--- config.mk ---
export PLATFORM = sky130hd
export DESIGN_NAME = pll_clock_gen_registers
export DESIGN_NICKNAME = d
export VERILOG_FILES = /design/src/pll_regs_pkg.sv /design/src/pll_clock_gen_registers.sv
export SDC_FILE = /design/constraint.sdc
export NUM_CORES = 1
export LEC_CHECK = 0
export ABC_AREA = 1
export BUFFER_PORTS_ARGS = -buffer_cell sky130_fd_sc_hd__clkbuf_2
export CELL_PAD_IN_SITES_DETAIL_PLACEMENT = 0
export CELL_PAD_IN_SITES_GLOBAL_PLACEMENT = 1
export CORE_UTILIZATION = 33
export DETAILED_ROUTE_END_ITERATION = 12
export PLACE_DENSITY = 0.71
export SLEW_MARGIN = 0
export SYNTH_ARGS = -nofsm -noshare
export SYNTH_HDL_FRONTEND = slang
export SYNTH_SLANG_ARGS = --single-unit
--- constraint.sdc ---
create_clock -name clk_i -period 1.35 [get_ports clk_i]
set_input_delay 0 -clock clk_i [delete_from_list [all_inputs] [get_ports clk_i]]
set_output_delay 0 -clock clk_i [all_outputs]
set_load 0.02 [all_outputs]
--- src/pll_regs_pkg.sv ---
// Register map, field layout and reset values of the PLL clock generator register bank
package pll_regs_pkg;

  // Word offsets on the 32-bit bus
  localparam logic [7:0] OFF_PLL_CONTROL   = 8'h00;
  localparam logic [7:0] OFF_PLL_BANDWIDTH = 8'h04;
  localparam logic [7:0] OFF_MULT_HIGH     = 8'h08;
  localparam logic [7:0] OFF_MULT_LOW      = 8'h0C;
  localparam logic [7:0] OFF_VCO_RANGE     = 8'h10;
  localparam logic [7:0] OFF_REF_DIVIDER   = 8'h14;

  // pll_control fields
  localparam int CTL_IRQ_EN_BIT = 7;
  localparam int CTL_FLAG_BIT   = 6;
  localparam int CTL_PWR_ON_BIT = 5;
  localparam int CTL_BCS_BIT    = 4;
  localparam int CTL_PRE_LSB    = 2;
  localparam int CTL_VPR_LSB    = 0;

  // pll_bandwidth_control fields
  localparam int BW_AUTO_BIT = 7;
  localparam int BW_LOCK_BIT = 6;
  localparam int BW_ACQ_BIT  = 5;

  // Field widths
  localparam int MUL_W = 12;
  localparam int VRS_W = 8;
  localparam int RDS_W = 4;

  // Reset values
  localparam logic [MUL_W-1:0] MUL_RESET = 12'h040;
  localparam logic [VRS_W-1:0] VRS_RESET = 8'h40;
  localparam logic [RDS_W-1:0] RDS_RESET = 4'h1;
  localparam logic [1:0]       PRE_RESET = 2'h0;
  localparam logic [1:0]       VPR_RESET = 2'h0;
  localparam logic             PWR_RESET = 1'b1;

  // Source edges to wait for on each clock before a base clock switch completes
  localparam logic [1:0] SWITCH_EDGES = 2'h3;

  // Indexes of the synchronised outside inputs
  localparam int SYN_LOCK = 0;
  localparam int SYN_ACQ  = 1;
  localparam int SYN_OSC  = 2;
  localparam int SYN_VCO  = 3;
  localparam int SYN_N    = 4;

  typedef enum logic [0:0] {
    SW_RUN  = 1'b0,
    SW_WAIT = 1'b1
  } switch_state_t;

endpackage

--- src/pll_clock_gen_registers.sv ---
// Register bank and base clock selector of the PLL clock generator, Wishbone slave
// Notes on behaviour
// - Lock irq enable: writable and readable only in auto
// - Lock flag sets on each lock change in auto mode
// - Lock flag reads zero outside auto mode
// - Control register read clears lock flag
// - Power-on cannot clear while select is set
// - Reset sets power-on bit
// - Select cannot set while power-on is clear
// - Output held static across source switch
// - Output is half the selected source
// - Prescale bits locked while PLL on
// - Prescale codes give multipliers 1,2,4,8
// - VCO pow2 bits locked while PLL on
// - Lock reads core lock in auto, else zero
// - Acq bit: status in auto, control manual
// - Manual acq value kept during auto mode
// - Multiplier: zero means one, reset 64, locked
// - Linear range: reset 64, locked while on
// - Zero linear range disables PLL, clears select
// - Reference divider: zero means one, reset one
// - Break without clear enable keeps flag
//
// Design decisions made here: the Wishbone slave port and the placing of the registers.
`timescale 1ns/100ps
module pll_clock_gen_registers
  import pll_regs_pkg::*;
#(
  parameter int ADR_W = 8
) (
  // Clock and reset
  input  wire logic             clk_i,
  input  wire logic             rst_i,
  // Wishbone slave
  input  wire logic             cyc_i,
  input  wire logic             stb_i,
  input  wire logic             we_i,
  input  wire logic [ADR_W-1:0] adr_i,
  input  wire logic [3:0]       sel_i,
  input  wire logic [31:0]      dat_i,
  output logic      [31:0]      dat_o,
  output logic                  ack_o,
  // Analog core status and source clocks
  input  wire logic             lock_i,
  input  wire logic             acq_status_i,
  input  wire logic             osc_clock_i,
  input  wire logic             divided_vco_clock_i,
  // Debug break
  input  wire logic             break_i,
  input  wire logic             break_clear_enable_i,
  // Core settings
  output logic                  pll_enable_o,
  output logic                  auto_bw_o,
  output logic                  acq_track_o,
  output logic      [1:0]       prescale_bits_o,
  output logic      [1:0]       vco_pow2_bits_o,
  output logic      [MUL_W-1:0] feedback_multiplier_o,
  output logic      [VRS_W-1:0] vco_linear_range_o,
  output logic      [RDS_W-1:0] ref_divide_select_o,
  // Clock output and interrupt request
  output logic                  base_clock_out_o,
  output logic                  lock_irq_o
);

  // Control state
  logic             lock_irq_enable_reg;
  logic             lock_change_flag_reg;
  logic             pll_power_on_reg;
  logic             base_clock_select_reg;
  logic [1:0]       prescale_bits_reg;
  logic [1:0]       vco_pow2_bits_reg;
  logic             auto_bw_reg;
  logic             acq_manual_reg;
  logic [MUL_W-1:0] feedback_multiplier_reg;
  logic [VRS_W-1:0] vco_linear_range_reg;
  logic [RDS_W-1:0] ref_divide_select_reg;
  logic             flag_seen_reg;

  // Synchronisers and filtered inputs
  logic [SYN_N-1:0] sync1_reg;
  logic [SYN_N-1:0] sync2_reg;
  logic [SYN_N-1:0] sync3_reg;
  logic [SYN_N-1:0] filt_reg;
  logic [SYN_N-1:0] filt_prev_reg;

  // Clock selector state
  switch_state_t    sw_state_reg;
  logic             active_select_reg;
  logic [1:0]       osc_edges_reg;
  logic [1:0]       vco_edges_reg;

  // Bus decode
  logic             req;
  logic             fire_wr;
  logic             fire_rd;
  logic             wr_lane;
  logic [7:0]       wbyte;
  logic             lock_view;
  logic             lock_change;
  logic             flag_hold;
  logic             vrs_zero;
  logic [SYN_N-1:0] rise;

  assign req       = cyc_i & stb_i;
  assign fire_wr   = req & ack_o & we_i;
  assign fire_rd   = req & ack_o & ~we_i;
  assign wr_lane   = fire_wr & sel_i[0];
  assign wbyte     = dat_i[7:0];
  assign vrs_zero  = (vco_linear_range_reg == '0);
  assign rise      = filt_reg & ~filt_prev_reg;
  assign flag_hold = break_i & ~break_clear_enable_i;
  assign lock_view   = auto_bw_reg & filt_reg[SYN_LOCK];
  assign lock_change = auto_bw_reg & (filt_reg[SYN_LOCK] ^ filt_prev_reg[SYN_LOCK]);

  function automatic logic hit(input logic [ADR_W-1:0] a, input logic [7:0] off);
    hit = (a == ADR_W'(off));
  endfunction

  // Outside inputs: a change counts once the second and third stages agree
  genvar g;
  generate
    for (g = 0; g < SYN_N; g++) begin : g_sync
      always_ff @(posedge clk_i) begin
        if (rst_i) begin
          sync1_reg[g]     <= 1'b0;
          sync2_reg[g]     <= 1'b0;
          sync3_reg[g]     <= 1'b0;
          filt_reg[g]      <= 1'b0;
          filt_prev_reg[g] <= 1'b0;
        end else begin
          sync1_reg[g]     <= g == SYN_LOCK ? lock_i :
                              g == SYN_ACQ  ? acq_status_i :
                              g == SYN_OSC  ? osc_clock_i : divided_vco_clock_i;
          sync2_reg[g]     <= sync1_reg[g];
          sync3_reg[g]     <= sync2_reg[g];
          if (sync2_reg[g] == sync3_reg[g]) begin
            filt_reg[g] <= sync3_reg[g];
          end
          filt_prev_reg[g] <= filt_reg[g];
        end
      end
    end
  endgenerate

  // Read view of the register bank; unmapped words read zero
  function automatic logic [7:0] read_mux(input logic [ADR_W-1:0] a);
    logic [7:0] d;
    d = 8'h00;
    if (hit(a, OFF_PLL_CONTROL)) begin
      d[CTL_IRQ_EN_BIT] = lock_irq_enable_reg & auto_bw_reg;
      d[CTL_FLAG_BIT]   = lock_change_flag_reg & auto_bw_reg;
      d[CTL_PWR_ON_BIT] = pll_power_on_reg;
      d[CTL_BCS_BIT]    = base_clock_select_reg;
      d[CTL_PRE_LSB+:2] = prescale_bits_reg;
      d[CTL_VPR_LSB+:2] = vco_pow2_bits_reg;
    end else if (hit(a, OFF_PLL_BANDWIDTH)) begin
      d[BW_AUTO_BIT] = auto_bw_reg;
      d[BW_LOCK_BIT] = lock_view;
      d[BW_ACQ_BIT]  = auto_bw_reg ? filt_reg[SYN_ACQ] : acq_manual_reg;
    end else if (hit(a, OFF_MULT_HIGH)) begin
      d[MUL_W-9:0] = feedback_multiplier_reg[MUL_W-1:8];
    end else if (hit(a, OFF_MULT_LOW)) begin
      d = feedback_multiplier_reg[7:0];
    end else if (hit(a, OFF_VCO_RANGE)) begin
      d = vco_linear_range_reg;
    end else if (hit(a, OFF_REF_DIVIDER)) begin
      d[RDS_W-1:0] = ref_divide_select_reg;
    end
    return d;
  endfunction

  // Bus handshake: ack one cycle after the request, data latched with it
  always_ff @(posedge clk_i) begin
    if (rst_i) begin
      ack_o         <= 1'b0;
      dat_o         <= 32'h0000_0000;
      flag_seen_reg <= 1'b0;
    end else begin
      ack_o <= req & ~ack_o;
      if (req & ~ack_o & ~we_i) begin
        dat_o         <= {24'h00_0000, read_mux(adr_i)};
        flag_seen_reg <= hit(adr_i, OFF_PLL_CONTROL) & lock_change_flag_reg;
      end
    end
  end

  // Lock flag: a read clears only the value sampled at its request, so a late event survives; a control write clears it outright
  always_ff @(posedge clk_i) begin
    if (rst_i) begin
      lock_change_flag_reg <= 1'b0;
    end else if (lock_change) begin
      lock_change_flag_reg <= 1'b1;
    end else if (req & ack_o & hit(adr_i, OFF_PLL_CONTROL) & ~flag_hold & ~we_i) begin
      lock_change_flag_reg <= lock_change_flag_reg & ~flag_seen_reg;
    end else if (fire_wr & hit(adr_i, OFF_PLL_CONTROL) & ~flag_hold) begin
      lock_change_flag_reg <= 1'b0;
    end
  end

  // pll_control writes
  always_ff @(posedge clk_i) begin
    if (rst_i) begin
      lock_irq_enable_reg   <= 1'b0;
      pll_power_on_reg      <= PWR_RESET;
      base_clock_select_reg <= 1'b0;
      prescale_bits_reg     <= PRE_RESET;
      vco_pow2_bits_reg     <= VPR_RESET;
    end else begin
      if (wr_lane & hit(adr_i, OFF_PLL_CONTROL)) begin
        if (auto_bw_reg) begin
          lock_irq_enable_reg <= wbyte[CTL_IRQ_EN_BIT];
        end
        pll_power_on_reg <= wbyte[CTL_PWR_ON_BIT] | base_clock_select_reg;
        base_clock_select_reg <= wbyte[CTL_BCS_BIT] & pll_power_on_reg & ~vrs_zero;
        if (!pll_power_on_reg) begin
          prescale_bits_reg <= wbyte[CTL_PRE_LSB+:2];
          vco_pow2_bits_reg <= wbyte[CTL_VPR_LSB+:2];
        end
      end else if (vrs_zero) begin
        base_clock_select_reg <= 1'b0;
      end
    end
  end

  // pll_bandwidth_control writes; lock position is status only
  always_ff @(posedge clk_i) begin
    if (rst_i) begin
      auto_bw_reg    <= 1'b0;
      acq_manual_reg <= 1'b0;
    end else if (wr_lane & hit(adr_i, OFF_PLL_BANDWIDTH)) begin
      auto_bw_reg <= wbyte[BW_AUTO_BIT];
      if (!auto_bw_reg) begin
        acq_manual_reg <= wbyte[BW_ACQ_BIT];
      end
    end
  end

  // Divider settings, all frozen while the PLL is on
  always_ff @(posedge clk_i) begin
    if (rst_i) begin
      feedback_multiplier_reg <= MUL_RESET;
      vco_linear_range_reg    <= VRS_RESET;
      ref_divide_select_reg   <= RDS_RESET;
    end else if (wr_lane & ~pll_power_on_reg) begin
      if (hit(adr_i, OFF_MULT_HIGH)) begin
        feedback_multiplier_reg[MUL_W-1:8] <= wbyte[MUL_W-9:0];
      end else if (hit(adr_i, OFF_MULT_LOW)) begin
        feedback_multiplier_reg[7:0] <= wbyte;
      end else if (hit(adr_i, OFF_VCO_RANGE)) begin
        vco_linear_range_reg <= wbyte;
      end else if (hit(adr_i, OFF_REF_DIVIDER)) begin
        ref_divide_select_reg <= wbyte[RDS_W-1:0];
      end
    end
  end

  // Settings driven to the analog core
  always_ff @(posedge clk_i) begin
    if (rst_i) begin
      pll_enable_o          <= 1'b0;
      auto_bw_o             <= 1'b0;
      acq_track_o           <= 1'b0;
      prescale_bits_o       <= PRE_RESET;
      vco_pow2_bits_o       <= VPR_RESET;
      feedback_multiplier_o <= MUL_RESET;
      vco_linear_range_o    <= VRS_RESET;
      ref_divide_select_o   <= RDS_RESET;
      lock_irq_o            <= 1'b0;
    end else begin
      pll_enable_o          <= pll_power_on_reg & ~vrs_zero;
      auto_bw_o             <= auto_bw_reg;
      acq_track_o           <= auto_bw_reg ? filt_reg[SYN_ACQ] : acq_manual_reg;
      prescale_bits_o       <= prescale_bits_reg;
      vco_pow2_bits_o       <= vco_pow2_bits_reg;
      feedback_multiplier_o <= (feedback_multiplier_reg == '0) ? MUL_W'(1)
                                                                : feedback_multiplier_reg;
      vco_linear_range_o    <= vco_linear_range_reg;
      ref_divide_select_o   <= (ref_divide_select_reg == '0) ? RDS_W'(1) : ref_divide_select_reg;
      lock_irq_o            <= lock_change_flag_reg & lock_irq_enable_reg & auto_bw_reg;
    end
  end

  // Base clock selector. The sources are sampled, so each must stay well below a
  // quarter of clk_i; a stopped VCO only ends the wait when the PLL is disabled.
  always_ff @(posedge clk_i) begin
    if (rst_i) begin
      sw_state_reg      <= SW_RUN;
      active_select_reg <= 1'b0;
      osc_edges_reg     <= 2'h0;
      vco_edges_reg     <= 2'h0;
      base_clock_out_o  <= 1'b0;
    end else begin
      case (sw_state_reg)
        SW_RUN: begin
          // toggle on each rising edge of the selected source
          if (active_select_reg ? rise[SYN_VCO] : rise[SYN_OSC]) begin
            base_clock_out_o <= ~base_clock_out_o;
          end
          if (base_clock_select_reg != active_select_reg) begin
            sw_state_reg  <= SW_WAIT;
            osc_edges_reg <= 2'h0;
            vco_edges_reg <= 2'h0;
          end
        end
        SW_WAIT: begin
          if (rise[SYN_OSC] && osc_edges_reg != SWITCH_EDGES) begin
            osc_edges_reg <= osc_edges_reg + 2'h1;
          end
          if (rise[SYN_VCO] && vco_edges_reg != SWITCH_EDGES) begin
            vco_edges_reg <= vco_edges_reg + 2'h1;
          end
          if (osc_edges_reg == SWITCH_EDGES &&
              (vco_edges_reg == SWITCH_EDGES || !pll_enable_o)) begin
            active_select_reg <= base_clock_select_reg;
            sw_state_reg      <= SW_RUN;
          end
        end
        default: sw_state_reg <= SW_RUN;
      endcase
    end
  end
endmodule // pll_clock_gen_registers

# Yosys cells after proc, flatten, opt, wreduce, memory -nomap -nowiden
# Cells that the tools add are included.
# W data, S select, Z words.
# totals
input_bits	55
out_inout_bits	66
regBits	103
# op_classes
mux	25
n_addsub	2
reduce_logical	24
bitwise	43
n_eq_ne	17
# op_table
operator	n
$and A1 B1 Y1	26
$mux W4	5
$eq A8 B4 Y1 const B	2
$eq A8 B5 Y1 const B	2
$logic_not A8 Y1	2
$mux W8	2
$reduce_and A2 Y1	8
$not A1 Y1	13
$logic_not A12 Y1	1
$mux W1	9
$eq A8 B3 Y1 const B	1
$pmux W2 S2	2
$mux W7	1
$mux W2	3
$ne A2 B2 Y1 const B	3
$mux W5	1
$reduce_and A5 Y1	1
$add A2 B1 Y2 const B	2
$and A4 B4 Y4	1
$eq A1 B1 Y1	4
$eq A2 B2 Y1 const B	2
$logic_not A4 Y1	1
$ne A2 B1 Y1 const B	2
$not A4 Y4	1
13 further kinds	16

# Logic depth before layout (Yosys ltp)
# Gate-level depths: netlist of the first run.
# depth
depth_word	8
depth_mapped	10
ltp_nobuf	10

# Worst setup path before layout of the first run
# Ideal clock, no wire load.
# synth_timing
path_kind	reg2reg
startpoint	reg ack_o
endpoint	reg feedback_multiplier_reg[4]
setup_slack_ns	-0.101
stages_incl_launch_ff	9
arrival_ns	1.336
t_required_ns	1.234
path_buffers	1
cell_sequence	dfxtp_1 > nand3_2 > nor2_4 > nand2_4 > clkinv_4 > nand3_4 > buf_6 > o21ai_2 > a21oi_2
# synth_via
elab_chain_len	5
# synth_lines
item	line	rtl
from (decl)	pll_clock_gen_registers.sv:42	output logic ack_o,
from (signal assigned)	pll_clock_gen_registers.sv:179	ack_o <= req & ~ack_o;
$and A1 B1 Y1 (2 in series)	pll_clock_gen_registers.sv:105	assign fire_wr = req & ack_o & we_i;
$and A1 B1 Y1	pll_clock_gen_registers.sv:107	assign wr_lane = fire_wr & sel_i[0];
$and A1 B1 Y1	pll_clock_gen_registers.sv:244	end else if (wr_lane & ~pll_power_on_reg) begin
$reduce_and A3 Y1 (no line)	--	
to (signal, indexed assignment)	pll_clock_gen_registers.sv:246	feedback_multiplier_reg[MUL_W-1:8] <= wbyte[MUL_W-9:0];
to (signal assigned)	pll_clock_gen_registers.sv:248	feedback_multiplier_reg[7:0] <= wbyte;
to (decl)	pll_clock_gen_registers.sv:74	logic [MUL_W-1:0] feedback_multiplier_reg;
# Every way passes these cells.
# A chain may end at the register's enable or synchronous reset.

# Final worst setup path of the first run
# Ends and elaborated chain as after synthesis.

==> results summary, run 1 <==
The height of the chip came out at 114.8 um. The tree is rooted in a sky130_fd_sc_hd__clkbuf_16. The data arrival time at the worst-slack endpoint is 1.59 ns.

Setup repair after global routing could not meet its margin everywhere. The largest net degree at the start of global routing came out at 34. The number of failing hold endpoints at the final stage came out at 0. Of the total synthesized cell area, the portion taken by AND, OR, NAND and NOR gates is 0.2452. The detailed placement HPWL is 7274 um. The max-slew violation count came out at 0.

Measured along the x axis, the die boundary spans 114.8 um. Among all stages on the critical path, the largest delay is contributed by sky130_fd_sc_hd__dfxtp_4. Wire segments on met2 add up to 4691 um in the final route. The max capacitance violation total came out at 0. The highest routed metal layer is met4.

The minimum clock period after layout came out at 1.311 ns. The clock transition at the registers of the reported paths came out at 0.07 ns. The number of antenna violations at the first check in global routing is 0. The via count normalized by instance count came out at 4.439.

The type of the setup path with the least slack is reg2reg. Among cell families on the critical path, the largest total delay comes from simple AND/OR/NAND/NOR gates. The clock net in this run drives a total of 102 sinks.

Setup violations remaining at the end of the flow were counted as 0. For this run, the number of standard cells in the final layout without fillers is 801. The mapped cell area came out at 0.004199 mm^2. For this run, the number of Yosys warnings is 0. After global routing the overflow that remains totals 0. After synthesis, the mean cell area works out to 7.893 um^2. The library cells used most frequently in the layout, excluding fill and tap cells, are 101 x sky130_fd_sc_hd__dfxtp_1, 77 x sky130_fd_sc_hd__nand2_1, 73 x sky130_fd_sc_hd__nor2_1. The register area is 0.002046 mm^2.

The worst hold path begins at dat_i[2]. The routed length on met3 came out at 377 um. Of the total synthesized cell area, the portion taken by XOR and XNOR cells is 0.004172. The count of pins on the block boundary came out at 121.

Summing over every cut layer, the via total after detailed routing is 3,556. The delay of the slowest cell on the worst path is 0.38 ns. The largest vdd supply drop came out at 0.0005886 V.

From synthesis to final layout, the design area changed by 24.97%. The buffer and inverter count on the worst path is 2. The share of synthesized area occupied by flip-flops and latches came out at 0.4863. The depth of the worst hold-timing path is 3. STA classifies the critical path endpoint as a flip-flop.

In this run the worst setup path begins at ack_o$_SDFF_PP0_. The initial utilization of the core area, before any placement, comes to 0.3439. The worst clock skew came out at 0.008504 ns.

The number of antenna repair diodes is 0. The floorplan step defined a die boundary enclosing 0.01318 mm^2. The worst-path maximum fanout came out at 8. The via count of the first global-routing pass is 3,223. The worst endpoint required time is 1.63 ns.

Counting tap cells, the placed design contains a total of 765 instances. The average wire per cell in the routed design came out at 12.52 um. The routed wire length is 10,030 um. The portion of synthesized area spent on multiplexers is 0. The post-synthesis compound-gate area fraction was 0.1228. The run finished with clean final reports.

Dividing the final minimum period by the clock period gives 0.9708. Counting the buffers created by CTS gives 9. Counting distinct cell types in the post-synthesis netlist gives 39. Leaving out fill and tap cells, the most frequent cell in the layout is sky130_fd_sc_hd__dfxtp_1. The min-delay analysis places its worst path in the category in2reg. The floorplan row count came out at 40. Summing all non-filler instances in the final layout gives an area of 0.005248 mm^2.

TritonCTS built the clock tree. The design draws 5.947 mW. After the last flow step, the layout net total stands at 686. In the final layout, the share of cells above drive strength 1 is 0.2354. The initial DRC count is 161. The latest clock arrival within the worst-skew pair is 0.34 ns.

In the final layout, the multi-input gates occupy 0.001732 mm^2. The element type at the critical path start is a flip-flop. The number of optimization iterations in the first detailed-route pass came out at 4. The worst hold margin is 0.02876 ns. The weighted congestion reported at the end of routability-driven placement came out at 0.8593. The path length in cells of the critical path is 7. By area, the combinational part of the netlist is dominated by simple AND/OR/NAND/NOR gates. The power per cell area came out at 1133 mW/mm^2. The met1 wire length is 4789 um.

In this run the critical register-to-register path is launched from ack_o$_SDFF_PP0_. The first global-routing pass estimated 16,030 um of wire. The leakage power figure came out at 2.344 nW. The instance count of the mapped netlist is 532. For this run, the total global-route usage over all layers was measured as 0.1581. The maximum count of clock buffers along a single path is 2.

Among the stages of the critical path, the cell type that occurs most often is sky130_fd_sc_hd__nand3_4. The critical path goes through nand3_4 -> nor2_4 -> nand2_4 -> inv_8 -> nand3_4 -> buf_4 -> a21oi_2. The residual DRC count came out at 0. The depth of the worst register-to-register path came out at 7. The area inside the core boundary came out at 0.01221 mm^2. The H-tree depth reported by CTS is 3.

The number of nets still failing antenna checks after routing is 0. The number of storage elements in the synthesis netlist is 102. In this run the tool buffered the top-level ports with 69 buffer cells. Timing would allow up to 763.0 MHz.

The placed cell area is 0.004690 mm^2. The filler cell count is 1,253. The post-synthesis adder-cell area fraction is 0.005959. The post-layout utilization of the core came out at 0.4297.
## worst reg2reg max path, delay by kind of cell, from the launching register on
kind | cells | cell delay, ns
simple gates | 4 | 0.49
flops | 1 | 0.38
compound gates | 1 | 0.11
buf+inv | 2 | 0.28
## per-layer routing
metal | global-route usage | up-vias
met5 | 0 | -
met4 | 0.06494 | 0
met3 | 0.02425 | 12
met2 | 0.2618 | 74
met1 | 0.2066 | 1644
li1 | - | 1826
## through the flow
stage                       TNS [ns]  setup slack (ns)
after floorplan                    0           0.03318
after global placement             0           0.02293
after detailed placement           0          0.001925
after CTS                 -0.0004917        -0.0004917
after global routing         -0.3705          -0.03813
final                              0           0.03945
## power by group
group          leakage [nW]  internal, mW  total [mW]  switching [mW]
clock network         0.135          1.48        2.56            1.08
registers             0.825          3.03        3.04          0.0108
logic                  1.38         0.111       0.349           0.238
## final timing paths
| path | end | slack (ns) |
|---|---|---|
| worst max register to register | feedback_multiplier_reg[4]$_SDFFE_PP0P_ | 0.04 |
| worst min register to register | sync2_reg[1]$_SDFF_PP0_ | 0.40 |
| worst max-delay path | feedback_multiplier_reg[4]$_SDFFE_PP0P_ | 0.04 |
| worst min-delay path | vco_linear_range_reg[2]$_SDFFE_PP0P_ | 0.03 |
## cells by family (layout without fill, tap and decap cells)
kind of cell,Yosys count,in the layout
AO/OA/AOI/OAI,94,94
AND/OR/NAND/NOR,213,214
adder cells (fa/ha/maj),2,2
XOR/XNOR,2,2
buffers and inverters,118,195
other,1,24
flip-flops,102,102
## synth_stat cells, drive strengths merged
cell      n  area [um^2]
a211oi    1        7.510
nor4      3        18.77
o211a     1        10.01
nand2    86        350.3
o21ai    31        162.7
inv      80        302.8
o211ai    2        15.01
nor2     87        411.7
o21a      3        22.52
nand3    26        160.2
o22ai     4        25.02
clkbuf    6        22.52
nand4     5        46.29
a21oi    48        247.7
ha        2        25.02
a31oi     4        25.02
or2       1        6.260
conb      1        3.750
buf      30        222.7
xor2      2        17.52
clkinv    2        17.52
dfxtp   102         2042
nor3      5        36.29
## area by class of cell
cell class                      count  share of cell area
Sequential cell                   102              0.3898
Multi-Input combinational cell    336              0.3300
Timing Repair Buffer               98              0.1216
Inverter                           82             0.06295
Clock buffer                       12             0.04697
Tap cell                          168             0.04006
Clock inverter                      3            0.008584
## what timing repair did
| action | in CTS | in global routing |
|---|---|---|
| gates cloned | 0 | 1 |
| buffers inserted | 0 | 8 |
| endpoints found under the setup margin | 1 | 41 |
| resized for setup | 1 | 32 |
| endpoints found under the hold margin | 15 | 0 |
| hold buffers | 12 | 0 |
| pin swaps | 0 | 4 |
Note: power is estimated with default switching activity, not from simulation.
==> run 2: changes to the inputs <==
--- a/config.mk
+++ b/config.mk
@@ -13,3 +13,4 @@
 export DETAILED_ROUTE_END_ITERATION = 12
-export PLACE_DENSITY = 0.71
+export PLACE_DENSITY = 0.87
+export RECOVER_POWER = 25
 export SLEW_MARGIN = 0
--- a/constraint.sdc
+++ b/constraint.sdc
@@ -3,2 +3,2 @@
 set_output_delay 0 -clock clk_i [all_outputs]
-set_load 0.02 [all_outputs]
+set_load 0.05 [all_outputs]
==> run 2 against run 1 <==
Sequential share of layout area increased by 0.42 points. Combinational power grew 28%. Clock-buffer cell count shrank 2. Die area unchanged. First-iteration DRC count grew 7.5%. Global-route usage increased by 0.25 points. Core utilization decreased by 0.46 points.
==> results summary, run 2 (same netlist as run 1, synthesis figures left out) <==
Counting along the longest clock path gives a buffer depth of 2. The startpoint identified for the worst hold timing path is break_clear_enable_i. The count of pins on the block boundary is 121. The overall power consumption came out at 6.409 mW. IR analysis of the VDD net gives a maximum drop of 0.0006627 V. The area added between synthesis and finish is 23.63%. The clock share of power came out at 0.456. The worst clock skew came out at 0.008459 ns.

The power spent charging and discharging nets is 1.461 mW. The highest clock frequency the design can meet came out at 773.1 MHz. The floorplan row count is 40. The critical register-to-register path startpoint is ack_o$_SDFF_PP0_. The register-to-register path setup slack came out at 0.09 ns. The critical path launch point is stb_i. Across all hold checks on the routed design, the worst slack comes to 0.06260 ns.

The number of antenna violations at the first check in global routing was 0. The max-slew violation count came to 0. Clock-pin slew was measured on the worst setup and hold paths at 0.07 ns.

The depth of the worst hold-timing path came out at 4. The final setup TNS is 0 ns. The average wire per cell in the routed design came out at 12.54 um. The flow ran to the end, and the final reports show no timing, DRC or antenna violations.

The detailed placement HPWL came out at 7293 um. The final instance area is 0.005191 mm^2. The TritonCTS buffer count is 9. The number of sinks on the clock net came out at 102.

The height of the chip came out at 114.8 um. The initial core utilization is 0.3439. The combinational group share of total power is 0.070. In this run the clock root is driven by a sky130_fd_sc_hd__clkbuf_16.

The placed instances occupy a cell area of 0.004674 mm^2. STA classifies the critical path endpoint as a flip-flop. The share of total power dissipated in sequential elements is 0.474. The max-slew headroom at the worst pin came out at 0.6104.

TritonCTS built the clock tree. Of the total power, the share spent switching nets is 0.2280. After floorplanning, the core was sized to cover 0.01221 mm^2. The data arrival time at the worst-slack endpoint is 1.58 ns.

The library cell used most frequently in the layout, excluding fill and tap cells, is sky130_fd_sc_hd__dfxtp_1. The number of optimization iterations in the first detailed-route pass came out at 5. The first global-routing pass estimated 16,200 um of wire. The type of the setup path with the least slack is in2reg. The internal power of the cells totals 4.948 mW. For this block, the via count after detailed routing is 3,540. The largest net degree at the start of global routing is 55. The residual DRC count is 0. The worst-path maximum fanout came out at 4.

The repair_antennas step left the layout with diodes totalling 0. The number of failing hold endpoints at the final stage is 0. In the global route stage, overall resource usage came out at 0.1607. The area of the die is 0.01318 mm^2. For this run the aggregate overflow at the end of global routing stands at 0. The worst register-to-register path ends at ref_divide_select_reg[3]$_SDFFE_PP0P_.

The layout cell share with drive strength beyond 1 is 0.2112. In the layout the commonest cells are 101 x sky130_fd_sc_hd__dfxtp_1, 79 x sky130_fd_sc_hd__nand2_1, 73 x sky130_fd_sc_hd__nor2_1. For this design the ratio of total power to cell area is 1235 mW/mm^2. The H-tree depth reported by CTS is 3. The weighted congestion reported at the end of routability-driven placement came out at 0.8771. The tightest min-delay check is of the in2reg type. The smallest clock period supported by the final layout is computed as 1.294 ns. Setup violations remaining at the end of the flow were counted as 0. For hold timing, the worst endpoint is lock_change_flag_reg$_SDFFE_PP0P_. The max capacitance violation total is 0. The number of nets in the final layout came out at 677. The latest clock arrival within the worst-skew pair came out at 0.35 ns. The width of the chip is 114.8 um. The worst setup path is launched from an input port. The transition time at the pin with the least slew margin is 0.5870 ns. The depth of the worst register-to-register path came out at 7. For the worst setup path, the data required time is 1.63 ns. The number of nets still failing antenna checks after routing came out at 0. The routed wire length came out at 9945 um. Of the available clock period, the critical path in the final layout requires 0.9582. The count of input and output buffers came out at 69. The via count of the first global-routing pass came out at 3,295. Dividing the detail-routed via count by the number of cells gives 4.464. The initial DRC count is 173. The leakage power figure is 2.310 nW.
run 2: changes by cell type in the layout (fill, tap and decap cells not counted), sizes merged:
cell         delta
clkinvlp        -1
clkinv          +2
bufinv          +2
clkbuf          -1
dlygate4sd3     +2
buf            -12
run 2: worst max path at each step:
stage | endpoint | slack (ns)
CTS | feedback_multiplier_reg[1]$_SDFFE_PP0P_ | 0.009
finish | dat_o[4]$_SDFFE_PP0P_ | 0.06
detailed placement | feedback_multiplier_reg[1]$_SDFFE_PP0P_ | 0.02
floorplan | feedback_multiplier_reg[4]$_SDFFE_PP0P_ | 0.02
global route | feedback_multiplier_o[10]$_SDFF_PP0_ | -0.05
global placement | feedback_multiplier_reg[7]$_SDFFE_PP0P_ | 0.07
run 2: cell type report:
cell class                      count  area [um^2]
Inverter                           82        320.3
Clock inverter                      6        108.9
Fill cell                        1264         7020
Clock buffer                       10        229.0
Tap cell                          168        210.2
Timing Repair Buffer               89        565.5
Sequential cell                   102         2046
Multi-Input combinational cell    336         1712
run 2: timing repair:
| item | in CTS | in global routing |
|---|---|---|
| hold buffers | 14 | 0 |
| setup endpoints to repair | 0 | 22 |
| buffers inserted | 0 | 2 |
| endpoints found under the hold margin | 21 | 0 |
| gates resized for setup | 0 | 11 |
run 2: metal layers:
| metal | GRT usage | vias up | wire, um |
|---|---|---|---|
| met2 | 0.2606 | 141 | 4520 |
| met4 | 0.07792 | 0 | 181 |
| met1 | 0.2055 | 1570 | 4512 |
| met5 | 0 | - | 0 |
| li1 | - | 1816 | - |
| met3 | 0.03163 | 13 | 730 |
run 2: power groups by stage:
stage	clock network [mW]	registers, mW	logic [mW]
2_1_floorplan	0	3.13	0.323
3_3_place_gp	0	3.11	0.402
3_5_place_dp	0	3.11	0.406
4_1_cts	2.99	3.04	0.440
5_1_grt	3.12	3.04	0.479
6_report	2.92	3.04	0.446
run 2: stage by stage:
| stage | instances | worst slack, ns | util |
|---|---|---|---|
| 6_report | 793 | 0.05643 | 0.4251 |
| 5_1_grt | 793 | -0.05052 | 0.4251 |
| 4_1_cts | 790 | 0.009017 | 0.4219 |
| 3_5_place_dp | 760 | 0.01664 | 0.3828 |
| 3_3_place_gp | 760 | 0.07428 | 0.3828 |
| 2_1_floorplan | 555 | 0.01851 | - |
run 2: worst max-delay path: stages:
cell and delay [ns]:
sky130_fd_sc_hd__dlygate4sd3_1 0.55, sky130_fd_sc_hd__clkbuf_2 0.16, sky130_fd_sc_hd__nand2_2 0.08, sky130_fd_sc_hd__nor3_4 0.26
sky130_fd_sc_hd__buf_4 0.16, sky130_fd_sc_hd__buf_4 0.11, sky130_fd_sc_hd__nand3_1 0.07, sky130_fd_sc_hd__nand2_1 0.06
sky130_fd_sc_hd__a21oi_1 0.04, sky130_fd_sc_hd__nor2_1 0.08
